==> src/design/pwt_defs.vh <==
// register map, field positions and reset values of the pwm timer channel 0 block
`ifndef PWT_DEFS_VH
`define PWT_DEFS_VH
`define PWT_ADDR_W 8
`define PWT_OFF_STATUS 8'h00
`define PWT_OFF_IRQ_REQ 8'h04
`define PWT_OFF_IRQ_MASK 8'h08
`define PWT_OFF_START 8'h0c
`define PWT_OFF_GRA0 8'h10
`define PWT_OFF_GRA1 8'h14
`define PWT_OFF_GRB0 8'h18
`define PWT_OFF_GRB1 8'h1c
`define PWT_OFF_GRC0 8'h20
`define PWT_OFF_GRC1 8'h24
`define PWT_OFF_GRD0 8'h28
`define PWT_OFF_GRD1 8'h2c
`define PWT_OFF_CTRL 8'h30
`define PWT_OFF_COUNT 8'h34
`define PWT_OFF_EVT 8'h38
`define PWT_OFF_EVT_EN 8'h3c
`define PWT_ST_MFA 0
`define PWT_ST_MFB 1
`define PWT_ST_MFC 2
`define PWT_ST_MFD 3
`define PWT_ST_OVF 4
`define PWT_IRQ_CH0 1
`define PWT_RUN_CH0 0
`define PWT_RUN_CH1 1
`define PWT_CTRL_BUF 0
`define PWT_CTRL_MFA_IE 1
`define PWT_RST_STATUS 5'h00
`define PWT_RST_IRQ_REQ 8'h00
`define PWT_RST_IRQ_MASK 8'hff
`define PWT_RST_START 4'h0
`define PWT_RST_CTRL 2'h2
`define PWT_RST_GR 16'hffff
`define PWT_RST_EVT_EN 5'h00
`define PWT_RESP_OKAY 2'b00
`define PWT_RESP_SLVERR 2'b10
`endif

==> src/design/pwt_top.v <==
// pwm timer channel 0: count start, compare match flags, interrupt request, axi4-lite slave
//
// The register addresses and the AXI4-Lite register port are this design's own decisions.
`default_nettype none
`include "pwt_defs.vh"

// Behaviour
// - counter equals period register sets flag A
// - flag A clears by 0 after read
// - status: ovf bit4, flags D..A bits3..0
// - request flag bit1 shows pending request
// - mask bit1: 0 enables, 1 disables
// - start bit0 runs ch0, bit1 ch1
// - period register match ends each period
// - A1, B1 set outputs; B0 returns B
// - buffers C/D reload registers each period
module pwt_top (
    input wire aclk,
    input wire aresetn,
    input wire ce,
    input wire [7:0] s_axi_awaddr,
    input wire [2:0] s_axi_awprot,
    input wire s_axi_awvalid,
    output reg s_axi_awready,
    input wire [31:0] s_axi_wdata,
    input wire [3:0] s_axi_wstrb,
    input wire s_axi_wvalid,
    output reg s_axi_wready,
    output reg [1:0] s_axi_bresp,
    output reg s_axi_bvalid,
    input wire s_axi_bready,
    input wire [7:0] s_axi_araddr,
    input wire [2:0] s_axi_arprot,
    input wire s_axi_arvalid,
    output reg s_axi_arready,
    output reg [31:0] s_axi_rdata,
    output reg [1:0] s_axi_rresp,
    output reg s_axi_rvalid,
    input wire s_axi_rready,
    output reg pwm_out_a,
    output reg pwm_out_b,
    output reg ch0_interrupt
);

    ////////////////////////////////////////////////////////////////////////////
    function is_mapped;
        input [7:0] a;
        begin
            is_mapped = (a[1:0] == 2'b00) && (a <= `PWT_OFF_EVT_EN);
        end
    endfunction

    // byte-lane merge for the 16-bit general registers
    function [15:0] merge16;
        input [15:0] old;
        input [31:0] d;
        input [3:0] s;
        begin
            merge16 = {s[1] ? d[15:8] : old[15:8], s[0] ? d[7:0] : old[7:0]};
        end
    endfunction

    // one register strobe: a taken beat aimed at one word offset
    function reg_hit;
        input go;
        input [7:0] a;
        input [7:0] off;
        begin
            reg_hit = go && (a == off);
        end
    endfunction

    // compare match shared by every general register except GRC1 and GRD1, and the overflow check
    function cmp_hit;
        input run;
        input [15:0] cnt;
        input [15:0] gr;
        begin
            cmp_hit = run && (cnt == gr);
        end
    endfunction

    ////////////////////////////////////////////////////////////////////////////
    // register state
    reg [4:0] ch0_status_reg_ff;
    reg [4:0] clr_armed_ff;
    reg [7:0] irq_request_reg_2h_ff;
    reg [7:0] irq_mask_reg_2h_ff;
    reg [3:0] count_start_reg_ff;
    reg [1:0] ctrl_ff;
    reg [4:0] evt_ff;
    reg [4:0] evt_en_ff;
    reg [15:0] period_reg_ff;
    reg [15:0] out_a_set_point_ff;
    reg [15:0] out_b_return_point_ff;
    reg [15:0] out_b_set_point_ff;
    reg [15:0] next_period_buffer_ff;
    reg [15:0] next_a_set_ff;
    reg [15:0] next_b_return_ff;
    reg [15:0] next_b_set_ff;
    reg [15:0] ch0_counter_ff;

    // bus channel state
    reg [7:0] aw_addr_ff;
    reg aw_got_ff;
    reg [31:0] w_data_ff;
    reg [3:0] w_strb_ff;
    reg w_got_ff;

    ////////////////////////////////////////////////////////////////////////////
    // write address and data are taken in either order, answered once both are in
    wire aw_take = s_axi_awvalid & s_axi_awready;
    wire w_take = s_axi_wvalid & s_axi_wready;
    wire [7:0] wr_addr = aw_take ? s_axi_awaddr : aw_addr_ff;
    wire [31:0] wr_data = w_take ? s_axi_wdata : w_data_ff;
    wire [3:0] wr_strb = w_take ? s_axi_wstrb : w_strb_ff;
    wire wr_go = (aw_take | aw_got_ff) & (w_take | w_got_ff) & ~s_axi_bvalid;
    wire wr_ok = wr_go & is_mapped(wr_addr);
    wire wr_lo = wr_ok & wr_strb[0];
    wire rd_go = s_axi_arvalid & s_axi_arready;

    always @(posedge aclk) begin
        if (!aresetn) begin
            s_axi_awready <= 1'b0;
            s_axi_wready <= 1'b0;
            s_axi_bvalid <= 1'b0;
            s_axi_bresp <= `PWT_RESP_OKAY;
            aw_got_ff <= 1'b0;
            w_got_ff <= 1'b0;
            aw_addr_ff <= 8'h00;
            w_data_ff <= 32'h0000_0000;
            w_strb_ff <= 4'h0;
        end else if (ce) begin
            if (aw_take) begin
                aw_addr_ff <= s_axi_awaddr;
            end
            if (w_take) begin
                w_data_ff <= s_axi_wdata;
                w_strb_ff <= s_axi_wstrb;
            end
            if (wr_go) begin
                aw_got_ff <= 1'b0;
                w_got_ff <= 1'b0;
                s_axi_bvalid <= 1'b1;
                s_axi_bresp <= is_mapped(wr_addr) ? `PWT_RESP_OKAY : `PWT_RESP_SLVERR;
            end else begin
                aw_got_ff <= aw_got_ff | aw_take;
                w_got_ff <= w_got_ff | w_take;
                if (s_axi_bvalid && s_axi_bready) begin
                    s_axi_bvalid <= 1'b0;
                end
            end
            // ready one cycle after reset and after each accepted beat is retired
            s_axi_awready <= ~(aw_got_ff | aw_take) & ~wr_go & ~s_axi_bvalid;
            s_axi_wready <= ~(w_got_ff | w_take) & ~wr_go & ~s_axi_bvalid;
        end
    end

    ////////////////////////////////////////////////////////////////////////////
    // read channel: one read in flight, rdata latched when the address is taken
    reg [31:0] rd_val;
    always @* begin
        rd_val = 32'h0000_0000;
        case (s_axi_araddr)
            `PWT_OFF_STATUS: rd_val = {27'h0, ch0_status_reg_ff};
            `PWT_OFF_IRQ_REQ: rd_val = {24'h0, irq_request_reg_2h_ff};
            `PWT_OFF_IRQ_MASK: rd_val = {24'h0, irq_mask_reg_2h_ff};
            `PWT_OFF_START: rd_val = {28'h0, count_start_reg_ff};
            `PWT_OFF_GRA0: rd_val = {16'h0, period_reg_ff};
            `PWT_OFF_GRA1: rd_val = {16'h0, out_a_set_point_ff};
            `PWT_OFF_GRB0: rd_val = {16'h0, out_b_return_point_ff};
            `PWT_OFF_GRB1: rd_val = {16'h0, out_b_set_point_ff};
            `PWT_OFF_GRC0: rd_val = {16'h0, next_period_buffer_ff};
            `PWT_OFF_GRC1: rd_val = {16'h0, next_a_set_ff};
            `PWT_OFF_GRD0: rd_val = {16'h0, next_b_return_ff};
            `PWT_OFF_GRD1: rd_val = {16'h0, next_b_set_ff};
            `PWT_OFF_CTRL: rd_val = {30'h0, ctrl_ff};
            `PWT_OFF_COUNT: rd_val = {16'h0, ch0_counter_ff};
            `PWT_OFF_EVT: rd_val = {27'h0, evt_ff};
            `PWT_OFF_EVT_EN: rd_val = {27'h0, evt_en_ff};
            default: rd_val = 32'h0000_0000;
        endcase
    end

    always @(posedge aclk) begin
        if (!aresetn) begin
            s_axi_arready <= 1'b0;
            s_axi_rvalid <= 1'b0;
            s_axi_rdata <= 32'h0000_0000;
            s_axi_rresp <= `PWT_RESP_OKAY;
        end else if (ce) begin
            if (rd_go) begin
                s_axi_rvalid <= 1'b1;
                s_axi_rdata <= rd_val;
                s_axi_rresp <= is_mapped(s_axi_araddr) ? `PWT_RESP_OKAY : `PWT_RESP_SLVERR;
            end else if (s_axi_rvalid && s_axi_rready) begin
                s_axi_rvalid <= 1'b0;
            end
            // held high while idle, so an address is never left waiting on a toggle
            if (rd_go || s_axi_rvalid) begin
                s_axi_arready <= 1'b0;
            end else begin
                s_axi_arready <= 1'b1;
            end
        end
    end

    ////////////////////////////////////////////////////////////////////////////
    // counter and compare events
    wire ch0_run = count_start_reg_ff[`PWT_RUN_CH0];
    wire buf_sel = ctrl_ff[`PWT_CTRL_BUF];
    wire tick = ch0_run;
    wire hit_a = cmp_hit(tick, ch0_counter_ff, period_reg_ff);
    wire hit_b = cmp_hit(tick, ch0_counter_ff, out_b_return_point_ff);
    wire set_a = cmp_hit(tick, ch0_counter_ff, out_a_set_point_ff);
    wire set_b = cmp_hit(tick, ch0_counter_ff, out_b_set_point_ff);
    // c and d registers only compare when they are not serving as buffers
    wire hit_c = cmp_hit(tick && !buf_sel, ch0_counter_ff, next_period_buffer_ff);
    wire hit_d = cmp_hit(tick && !buf_sel, ch0_counter_ff, next_b_return_ff);
    wire hit_ovf = cmp_hit(tick && !hit_a, ch0_counter_ff, 16'hffff);
    wire [4:0] st_set = {hit_ovf, hit_d, hit_c, hit_b, hit_a};
    wire req_set = hit_a & ctrl_ff[`PWT_CTRL_MFA_IE];

    always @(posedge aclk) begin
        if (!aresetn) begin
            ch0_counter_ff <= 16'h0000;
            pwm_out_a <= 1'b0;
            pwm_out_b <= 1'b0;
        end else if (ce && tick) begin
            if (hit_a) begin
                ch0_counter_ff <= 16'h0000;
                pwm_out_a <= 1'b0;
                pwm_out_b <= 1'b0;
            end else begin
                ch0_counter_ff <= ch0_counter_ff + 16'h0001;
                if (set_a) begin
                    pwm_out_a <= 1'b1;
                end
                if (hit_b) begin
                    pwm_out_b <= 1'b0;
                end else if (set_b) begin
                    pwm_out_b <= 1'b1;
                end
            end
        end
    end

    ////////////////////////////////////////////////////////////////////////////
    // software-visible registers; hardware sets always win over a clear in the same cycle
    wire st_wr = reg_hit(wr_lo, wr_addr, `PWT_OFF_STATUS);
    wire st_rd = reg_hit(rd_go, s_axi_araddr, `PWT_OFF_STATUS);
    wire [4:0] st_clr = {5{st_wr}} & ~wr_data[4:0] & clr_armed_ff;
    wire rq_wr = reg_hit(wr_lo, wr_addr, `PWT_OFF_IRQ_REQ);
    wire mk_wr = reg_hit(wr_lo, wr_addr, `PWT_OFF_IRQ_MASK);
    wire run_wr = reg_hit(wr_lo, wr_addr, `PWT_OFF_START);
    wire ctl_wr = reg_hit(wr_lo, wr_addr, `PWT_OFF_CTRL);
    wire een_wr = reg_hit(wr_lo, wr_addr, `PWT_OFF_EVT_EN);
    wire ev_wr = reg_hit(wr_lo, wr_addr, `PWT_OFF_EVT);
    wire [4:0] ev_clr = {5{ev_wr}} & wr_data[4:0];

    always @(posedge aclk) begin
        if (!aresetn) begin
            ch0_status_reg_ff <= `PWT_RST_STATUS;
            clr_armed_ff <= 5'h00;
            irq_request_reg_2h_ff <= `PWT_RST_IRQ_REQ;
            irq_mask_reg_2h_ff <= `PWT_RST_IRQ_MASK;
            count_start_reg_ff <= `PWT_RST_START;
            ctrl_ff <= `PWT_RST_CTRL;
            evt_ff <= 5'h00;
            evt_en_ff <= `PWT_RST_EVT_EN;
            ch0_interrupt <= 1'b0;
        end else if (ce) begin
            ch0_status_reg_ff <= (ch0_status_reg_ff & ~st_clr) | st_set;
            // a read arms the clear only for bits seen as 1; a status write with byte lane 0 disarms, unless a status read is taken in the same cycle
            if (st_rd) begin
                clr_armed_ff <= ch0_status_reg_ff;
            end else if (st_wr) begin
                clr_armed_ff <= 5'h00;
            end
            if (rq_wr) begin
                irq_request_reg_2h_ff <= wr_data[7:0];
            end
            if (req_set) begin
                irq_request_reg_2h_ff[`PWT_IRQ_CH0] <= 1'b1;
            end
            if (mk_wr) begin
                irq_mask_reg_2h_ff <= wr_data[7:0];
            end
            if (run_wr) begin
                count_start_reg_ff <= wr_data[3:0];
            end
            if (ctl_wr) begin
                ctrl_ff <= wr_data[1:0];
            end
            if (een_wr) begin
                evt_en_ff <= wr_data[4:0];
            end
            evt_ff <= (evt_ff & ~ev_clr) | st_set;
            // request path is held off by the mask bit, event path by its enable
            ch0_interrupt <= (irq_request_reg_2h_ff[`PWT_IRQ_CH0]
                              & ~irq_mask_reg_2h_ff[`PWT_IRQ_CH0])
                             | (|(evt_ff & evt_en_ff));
        end
    end

    ////////////////////////////////////////////////////////////////////////////
    // general and buffer registers; buffer reload at period end beats a same-cycle write
    always @(posedge aclk) begin
        if (!aresetn) begin
            period_reg_ff <= `PWT_RST_GR;
            out_a_set_point_ff <= `PWT_RST_GR;
            out_b_return_point_ff <= `PWT_RST_GR;
            out_b_set_point_ff <= `PWT_RST_GR;
            next_period_buffer_ff <= `PWT_RST_GR;
            next_a_set_ff <= `PWT_RST_GR;
            next_b_return_ff <= `PWT_RST_GR;
            next_b_set_ff <= `PWT_RST_GR;
        end else if (ce) begin
            if (wr_ok) begin
                case (wr_addr)
                    `PWT_OFF_GRA0: period_reg_ff <= merge16(period_reg_ff, wr_data, wr_strb);
                    `PWT_OFF_GRA1:
                        out_a_set_point_ff <= merge16(out_a_set_point_ff, wr_data, wr_strb);
                    `PWT_OFF_GRB0:
                        out_b_return_point_ff <= merge16(out_b_return_point_ff, wr_data, wr_strb);
                    `PWT_OFF_GRB1:
                        out_b_set_point_ff <= merge16(out_b_set_point_ff, wr_data, wr_strb);
                    `PWT_OFF_GRC0:
                        next_period_buffer_ff <= merge16(next_period_buffer_ff, wr_data, wr_strb);
                    `PWT_OFF_GRC1: next_a_set_ff <= merge16(next_a_set_ff, wr_data, wr_strb);
                    `PWT_OFF_GRD0: next_b_return_ff <= merge16(next_b_return_ff, wr_data, wr_strb);
                    `PWT_OFF_GRD1: next_b_set_ff <= merge16(next_b_set_ff, wr_data, wr_strb);
                    default: ;
                endcase
            end
            if (hit_a && buf_sel) begin
                period_reg_ff <= next_period_buffer_ff;
                out_a_set_point_ff <= next_a_set_ff;
                out_b_return_point_ff <= next_b_return_ff;
                out_b_set_point_ff <= next_b_set_ff;
            end
        end
    end

endmodule // pwt_top
`default_nettype wire

==> config.mk <==
export PLATFORM = sky130hd
export DESIGN_NAME = pwt_top
export DESIGN_NICKNAME = d
export VERILOG_FILES = /design/src/design/pwt_top.v
export VERILOG_INCLUDE_DIRS = /design/src /design/src/design
export SDC_FILE = /design/constraint.sdc
export NUM_CORES = 1
export LEC_CHECK = 0
export BUFFER_PORTS_ARGS = -buffer_cell sky130_fd_sc_hd__buf_2
export CORE_UTILIZATION = 30
export CTS_CLUSTER_DIAMETER = 60
export CTS_CLUSTER_SIZE = 10
export DETAILED_ROUTE_END_ITERATION = 16
export GPL_TIMING_DRIVEN = 0
export PLACE_DENSITY = 0.53
export SKIP_LAST_GASP = 1
export SYNTH_ARGS = -nofsm -noshare
export SYNTH_HDL_FRONTEND = slang
export SYNTH_SLANG_ARGS = --single-unit
==> constraint.sdc <==
create_clock -name aclk -period 2.22 [get_ports aclk]
set_input_delay 0 -clock aclk [delete_from_list [all_inputs] [get_ports aclk]]
set_output_delay 0 -clock aclk [all_outputs]
set_load 0.05 [all_outputs]
==> impl_metrics.prom <==
# TYPE chip_impl_metric gauge
chip_impl_metric{name="grt_pass1_vias",unit=""} 12000
chip_impl_metric{name="design.core.area",unit="um2"} 41200
chip_impl_metric{name="netlist.area_leader.share",unit=""} 0.380
chip_impl_info{name="cp-startpoint",value="ch0_counter_ff[11]"} 1
chip_impl_metric{name="final_cells",unit=""} 2238
chip_impl_info{name="run_status",value="finished with violations"} 1
chip_impl_metric{name="clock_latency_reported_for_the_late_side_of_the_worst_skew_pair",unit="ns"} 0.58
chip_impl_metric{name="total_vias_in_the_final_route",unit=""} 12900
chip_impl_metric{name="drt_pre_antenna_iters",unit=""} 5
chip_impl_metric{name="synth_edf_count",unit=""} 0
chip_impl_metric{name="syn_inst",unit=""} 1499
chip_impl_metric{name="swShare",unit=""} 0.270
chip_impl_metric{name="numPlacedInstances",unit=""} 2115
chip_impl_metric{name="postSynth.asyncResetShare",unit=""} 0
chip_impl_metric{name="worst-slew-pin-transition",unit="ns"} 1.28
chip_impl_metric{name="final_core_util",unit=""} 0.407
chip_impl_metric{name="grt_max_degree",unit=""} 17
chip_impl_metric{name="post_synthesis_instance_area",unit="um2"} 12600
chip_impl_metric{name="finalNetCount",unit=""} 1764
chip_impl_metric{name="synthToLayoutAreaGrowth",unit="%"} 32.7
chip_impl_metric{name="synth_cell_types",unit=""} 79
chip_impl_metric{name="avg_wl_per_cell",unit="um"} 26.4
chip_impl_info{name="yosys_most_used_dff",value="sky130_fd_sc_hd__dfxtp_1"} 1
chip_impl_metric{name="worst-endpoint-required",unit="ns"} 2.63
chip_impl_metric{name="die_w",unit="um"} 207
chip_impl_info{name="worst_setup_path_end_kind",value="flip-flop"} 1
chip_impl_metric{name="final.hold.worst_slack",unit="ns"} 0.0950
chip_impl_info{name="cts_root_buf",value="sky130_fd_sc_hd__clkbuf_16"} 1
chip_impl_info{name="timing_worst_setup_path_type",value="flip-flop to flip-flop"} 1
chip_impl_metric{name="floorplan.initialDensity",unit=""} 0.307
chip_impl_metric{name="drtIter0Drc",unit=""} 1258
chip_impl_info{name="unrepaired_setup_endpoints_after_global_routing",value="yes"} 1
chip_impl_metric{name="timing.critical_path.fanout_max",unit=""} 7
chip_impl_metric{name="global_route.usage.met3",unit=""} 0.0480
chip_impl_metric{name="timing.slew.headroom",unit=""} 0.143
chip_impl_metric{name="cts_sinks",unit=""} 240
chip_impl_info{name="yosysMostFrequentCell",value="sky130_fd_sc_hd__dfxtp_1"} 1
chip_impl_metric{name="max_cap_violations",unit=""} 0
chip_impl_metric{name="power.net_switching",unit="mW"} 2.66
chip_impl_metric{name="final_min_period_over_clock_period",unit=""} 1.10
chip_impl_metric{name="timing.setup.tns",unit="ns"} -10.90
chip_impl_info{name="hp-class",value="input port to flip-flop"} 1
chip_impl_metric{name="gr-total-overflow",unit=""} 0
chip_impl_info{name="commonest_cells_in_the_netlist",value="240 x sky130_fd_sc_hd__dfxtp_1, 159 x sky130_fd_sc_hd__nand2_1, 133 x sky130_fd_sc_hd__o21ai_0"} 1
chip_impl_metric{name="power.share.combinational",unit=""} 0.110
chip_impl_metric{name="clk_pin_slew_worst_paths",unit="ns"} 0.06
chip_impl_metric{name="detailedPlace.worstSlack",unit="ns"} -0.809
chip_impl_metric{name="dp_wirelength",unit="um"} 44600
chip_impl_info{name="global_route.peak_usage_layer",value="met2"} 1
chip_impl_metric{name="static_leakage",unit="nW"} 6.11
chip_impl_info{name="leading_cell_types_by_total_area_after_synthesis",value="sky130_fd_sc_hd__dfxtp_1 38%, sky130_fd_sc_hd__o21ai_0 5.3%, sky130_fd_sc_hd__xnor2_1 4.9%, sky130_fd_sc_hd__a21oi_1 4.8%, sky130_fd_sc_hd__nand2_1 4.7%"} 1
chip_impl_metric{name="htree_levels",unit=""} 1
chip_impl_metric{name="slack_of_the_critical_path",unit="ns"} -0.223
chip_impl_metric{name="cts_buffer_depth",unit=""} 3
chip_impl_metric{name="max_freq",unit="MHz"} 409
chip_impl_metric{name="pwr-share-seq",unit=""} 0.442
chip_impl_metric{name="power_density",unit="nW/um2"} 587
chip_impl_metric{name="synth-seq-area-share",unit=""} 0.380
chip_impl_metric{name="final_worst_clock_skew",unit="ns"} 0.0132
chip_impl_metric{name="dieArea",unit="um2"} 43000
chip_impl_metric{name="final-max-slew-violation-count",unit=""} 0
chip_impl_info{name="timing.hold.worst.start",value="s_axi_awvalid"} 1
chip_impl_metric{name="crit_arrival",unit="ns"} 2.85
chip_impl_metric{name="fin_crit",unit="ns"} 2.44
chip_impl_info{name="synth_top_cell_by_area",value="sky130_fd_sc_hd__dfxtp_1"} 1
chip_impl_metric{name="clkPwrFrac",unit=""} 0.448
chip_impl_metric{name="global_route.usage.total",unit=""} 0.268
chip_impl_metric{name="antenna_left",unit=""} 0
chip_impl_info{name="tritoncts_clock_tree",value="done"} 1
chip_impl_metric{name="num_io_pins",unit=""} 110
chip_impl_metric{name="power.ir.vdd_worst",unit="mV"} 0.462
chip_impl_metric{name="total_drc_errors_in_the_routed_layout",unit=""} 0
chip_impl_metric{name="grt_first_pass_wirelength",unit="um"} 85200
chip_impl_metric{name="internal-power",unit="mW"} 7.19
chip_impl_metric{name="die_y",unit="um"} 207
chip_impl_metric{name="drive_above_1_share",unit=""} 0.268
chip_impl_metric{name="finalSetupViolCount",unit=""} 81
chip_impl_info{name="cp-start-kind",value="flip-flop"} 1
chip_impl_info{name="reg2reg_from",value="ch0_counter_ff[11]"} 1
chip_impl_metric{name="placement_rows",unit=""} 74
chip_impl_metric{name="report.final.hold_viol_count",unit=""} 0
chip_impl_metric{name="filler_cell_count",unit=""} 4121
chip_impl_metric{name="numPortBuffers",unit=""} 65
chip_impl_metric{name="grt_antenna_before_repair",unit=""} 0
chip_impl_metric{name="diodes",unit=""} 0
chip_impl_info{name="violations_in_the_final_reports",value="negative setup slack"} 1
chip_impl_metric{name="synth-seq-cells",unit=""} 240
chip_impl_metric{name="wl",unit="um"} 59100
chip_impl_metric{name="vias_per_cell",unit=""} 5.78
chip_impl_metric{name="globalplace.congestion",unit=""} 1.01
chip_impl_metric{name="post_synth.cell_area_avg",unit="um2"} 8.43
chip_impl_metric{name="use_met1",unit=""} 0.375
chip_impl_metric{name="synthesis.yosys.warnings",unit=""} 0
chip_impl_metric{name="use_met2",unit=""} 0.413
chip_impl_metric{name="cts_made_buffers",unit=""} 30
power groups by stage:
stage | clock network, mW | logic, mW | registers, mW
2_1_floorplan | 0 | 0.522 | 4.47
3_3_place_gp | 0 | 0.882 | 4.45
3_5_place_dp | 0 | 0.883 | 4.45
4_1_cts | 4.44 | 1.01 | 4.35
5_1_grt | 4.63 | 1.13 | 4.36
6_report | 4.41 | 1.09 | 4.36
worst max-delay path, stage by stage (launching register included):
cell	delay (ns)
sky130_fd_sc_hd__dfxtp_2	0.31
sky130_fd_sc_hd__buf_6	0.12
sky130_fd_sc_hd__xor2_2	0.17
sky130_fd_sc_hd__nor4_2	0.34
sky130_fd_sc_hd__and4_4	0.33
sky130_fd_sc_hd__buf_12	0.14
sky130_fd_sc_hd__buf_12	0.13
sky130_fd_sc_hd__nand2_8	0.09
sky130_fd_sc_hd__buf_12	0.20
sky130_fd_sc_hd__clkbuf_16	0.16
sky130_fd_sc_hd__o21ai_1	0.16
sky130_fd_sc_hd__o211ai_1	0.11
logic make-up after synthesis:
logic type | synth area share
mux | 0.0538
compound gates | 0.261
flops | 0.380
buf+inv | 0.0624
other cells | 0.000297
xor+xnor | 0.0762
fa+ha+maj | 0.000990
simple gates | 0.166
metal layers:
metal	vias up	routed length (um)
li1	5842	-
met1	6340	25900
met2	638	26100
met3	116	4990
met4	0	2180
met5	-	0
layout make-up:
class                           count  area [um2]  share of cell area
Multi-Input combinational cell   1124        8140               0.485
Clock buffer                       36         803              0.0479
Timing Repair Buffer              157        1350              0.0806
Buffer                            130         898              0.0536
Clock inverter                      5        45.0             0.00269
Tap cell                          532         666              0.0397
Inverter                           14        52.6             0.00313
Sequential cell                   240        4820               0.288
what timing repair did:
| item | 4_1_cts | 5_1_grt |
|---|---|---|
| resized for setup | 243 | 135 |
| gates cloned | 8 | 1 |
| setup buffers | 39 | 12 |
| pin swaps | 33 | 48 |
| hold buffers | 32 | 1 |
| setup endpoints to repair | 189 | 172 |
| endpoints found under the hold margin | 70 | 1 |
layout by cell type, fill, tap and decap left out, types with 9 or more instances in the layout:
cell / instances
sky130_fd_sc_hd__nor3_1: 12
sky130_fd_sc_hd__nor2_1: 98
sky130_fd_sc_hd__buf_2: 81
sky130_fd_sc_hd__o21ai_0: 81
sky130_fd_sc_hd__inv_1: 14
sky130_fd_sc_hd__a31oi_1: 13
sky130_fd_sc_hd__o311ai_2: 9
sky130_fd_sc_hd__dfxtp_1: 229
sky130_fd_sc_hd__nand3_1: 40
sky130_fd_sc_hd__o211ai_1: 73
sky130_fd_sc_hd__o21ai_2: 21
sky130_fd_sc_hd__mux2i_1: 19
sky130_fd_sc_hd__a21oi_1: 98
sky130_fd_sc_hd__a21oi_2: 12
sky130_fd_sc_hd__a22oi_1: 40
sky130_fd_sc_hd__mux2_2: 27
sky130_fd_sc_hd__dfxtp_2: 9
sky130_fd_sc_hd__o21ai_4: 15
sky130_fd_sc_hd__a21oi_4: 11
sky130_fd_sc_hd__nor2_2: 10
sky130_fd_sc_hd__xnor2_1: 70
sky130_fd_sc_hd__buf_6: 30
sky130_fd_sc_hd__and3_1: 9
sky130_fd_sc_hd__a211oi_1: 11
sky130_fd_sc_hd__a311oi_1: 15
sky130_fd_sc_hd__nand2_1: 150
sky130_fd_sc_hd__nand4_1: 22
sky130_fd_sc_hd__nor2_4: 12
sky130_fd_sc_hd__clkbuf_2: 9
sky130_fd_sc_hd__o21ai_1: 29
sky130_fd_sc_hd__dlygate4sd3_1: 33
sky130_fd_sc_hd__xor2_1: 36
sky130_fd_sc_hd__clkbuf_1: 45
sky130_fd_sc_hd__clkbuf_16: 33
sky130_fd_sc_hd__o22ai_1: 11
sky130_fd_sc_hd__buf_4: 54
sky130_fd_sc_hd__conb_1: 18
metrics by stage:
step / instance area [um2] / total power, mW
6_report: 16800 / 9.85
5_1_grt: 16800 / 10.1
4_1_cts: 16300 / 9.80
3_5_place_dp: 13700 / 5.33
3_3_place_gp: 13700 / 5.33
2_1_floorplan: 12700 / 4.99
final timing paths:
check | endpoint | slack [ns] | cells after the start
worst min register to register | s_axi_rdata[5] | 0.44 | 2
worst max-delay path | out_b_set_point_ff[9] | -0.22 | 11
worst min-delay path | s_axi_awready | 0.09 | 6
worst max register to register | out_b_set_point_ff[9] | -0.22 | 11
Note: power is estimated with default switching activity, not from simulation.
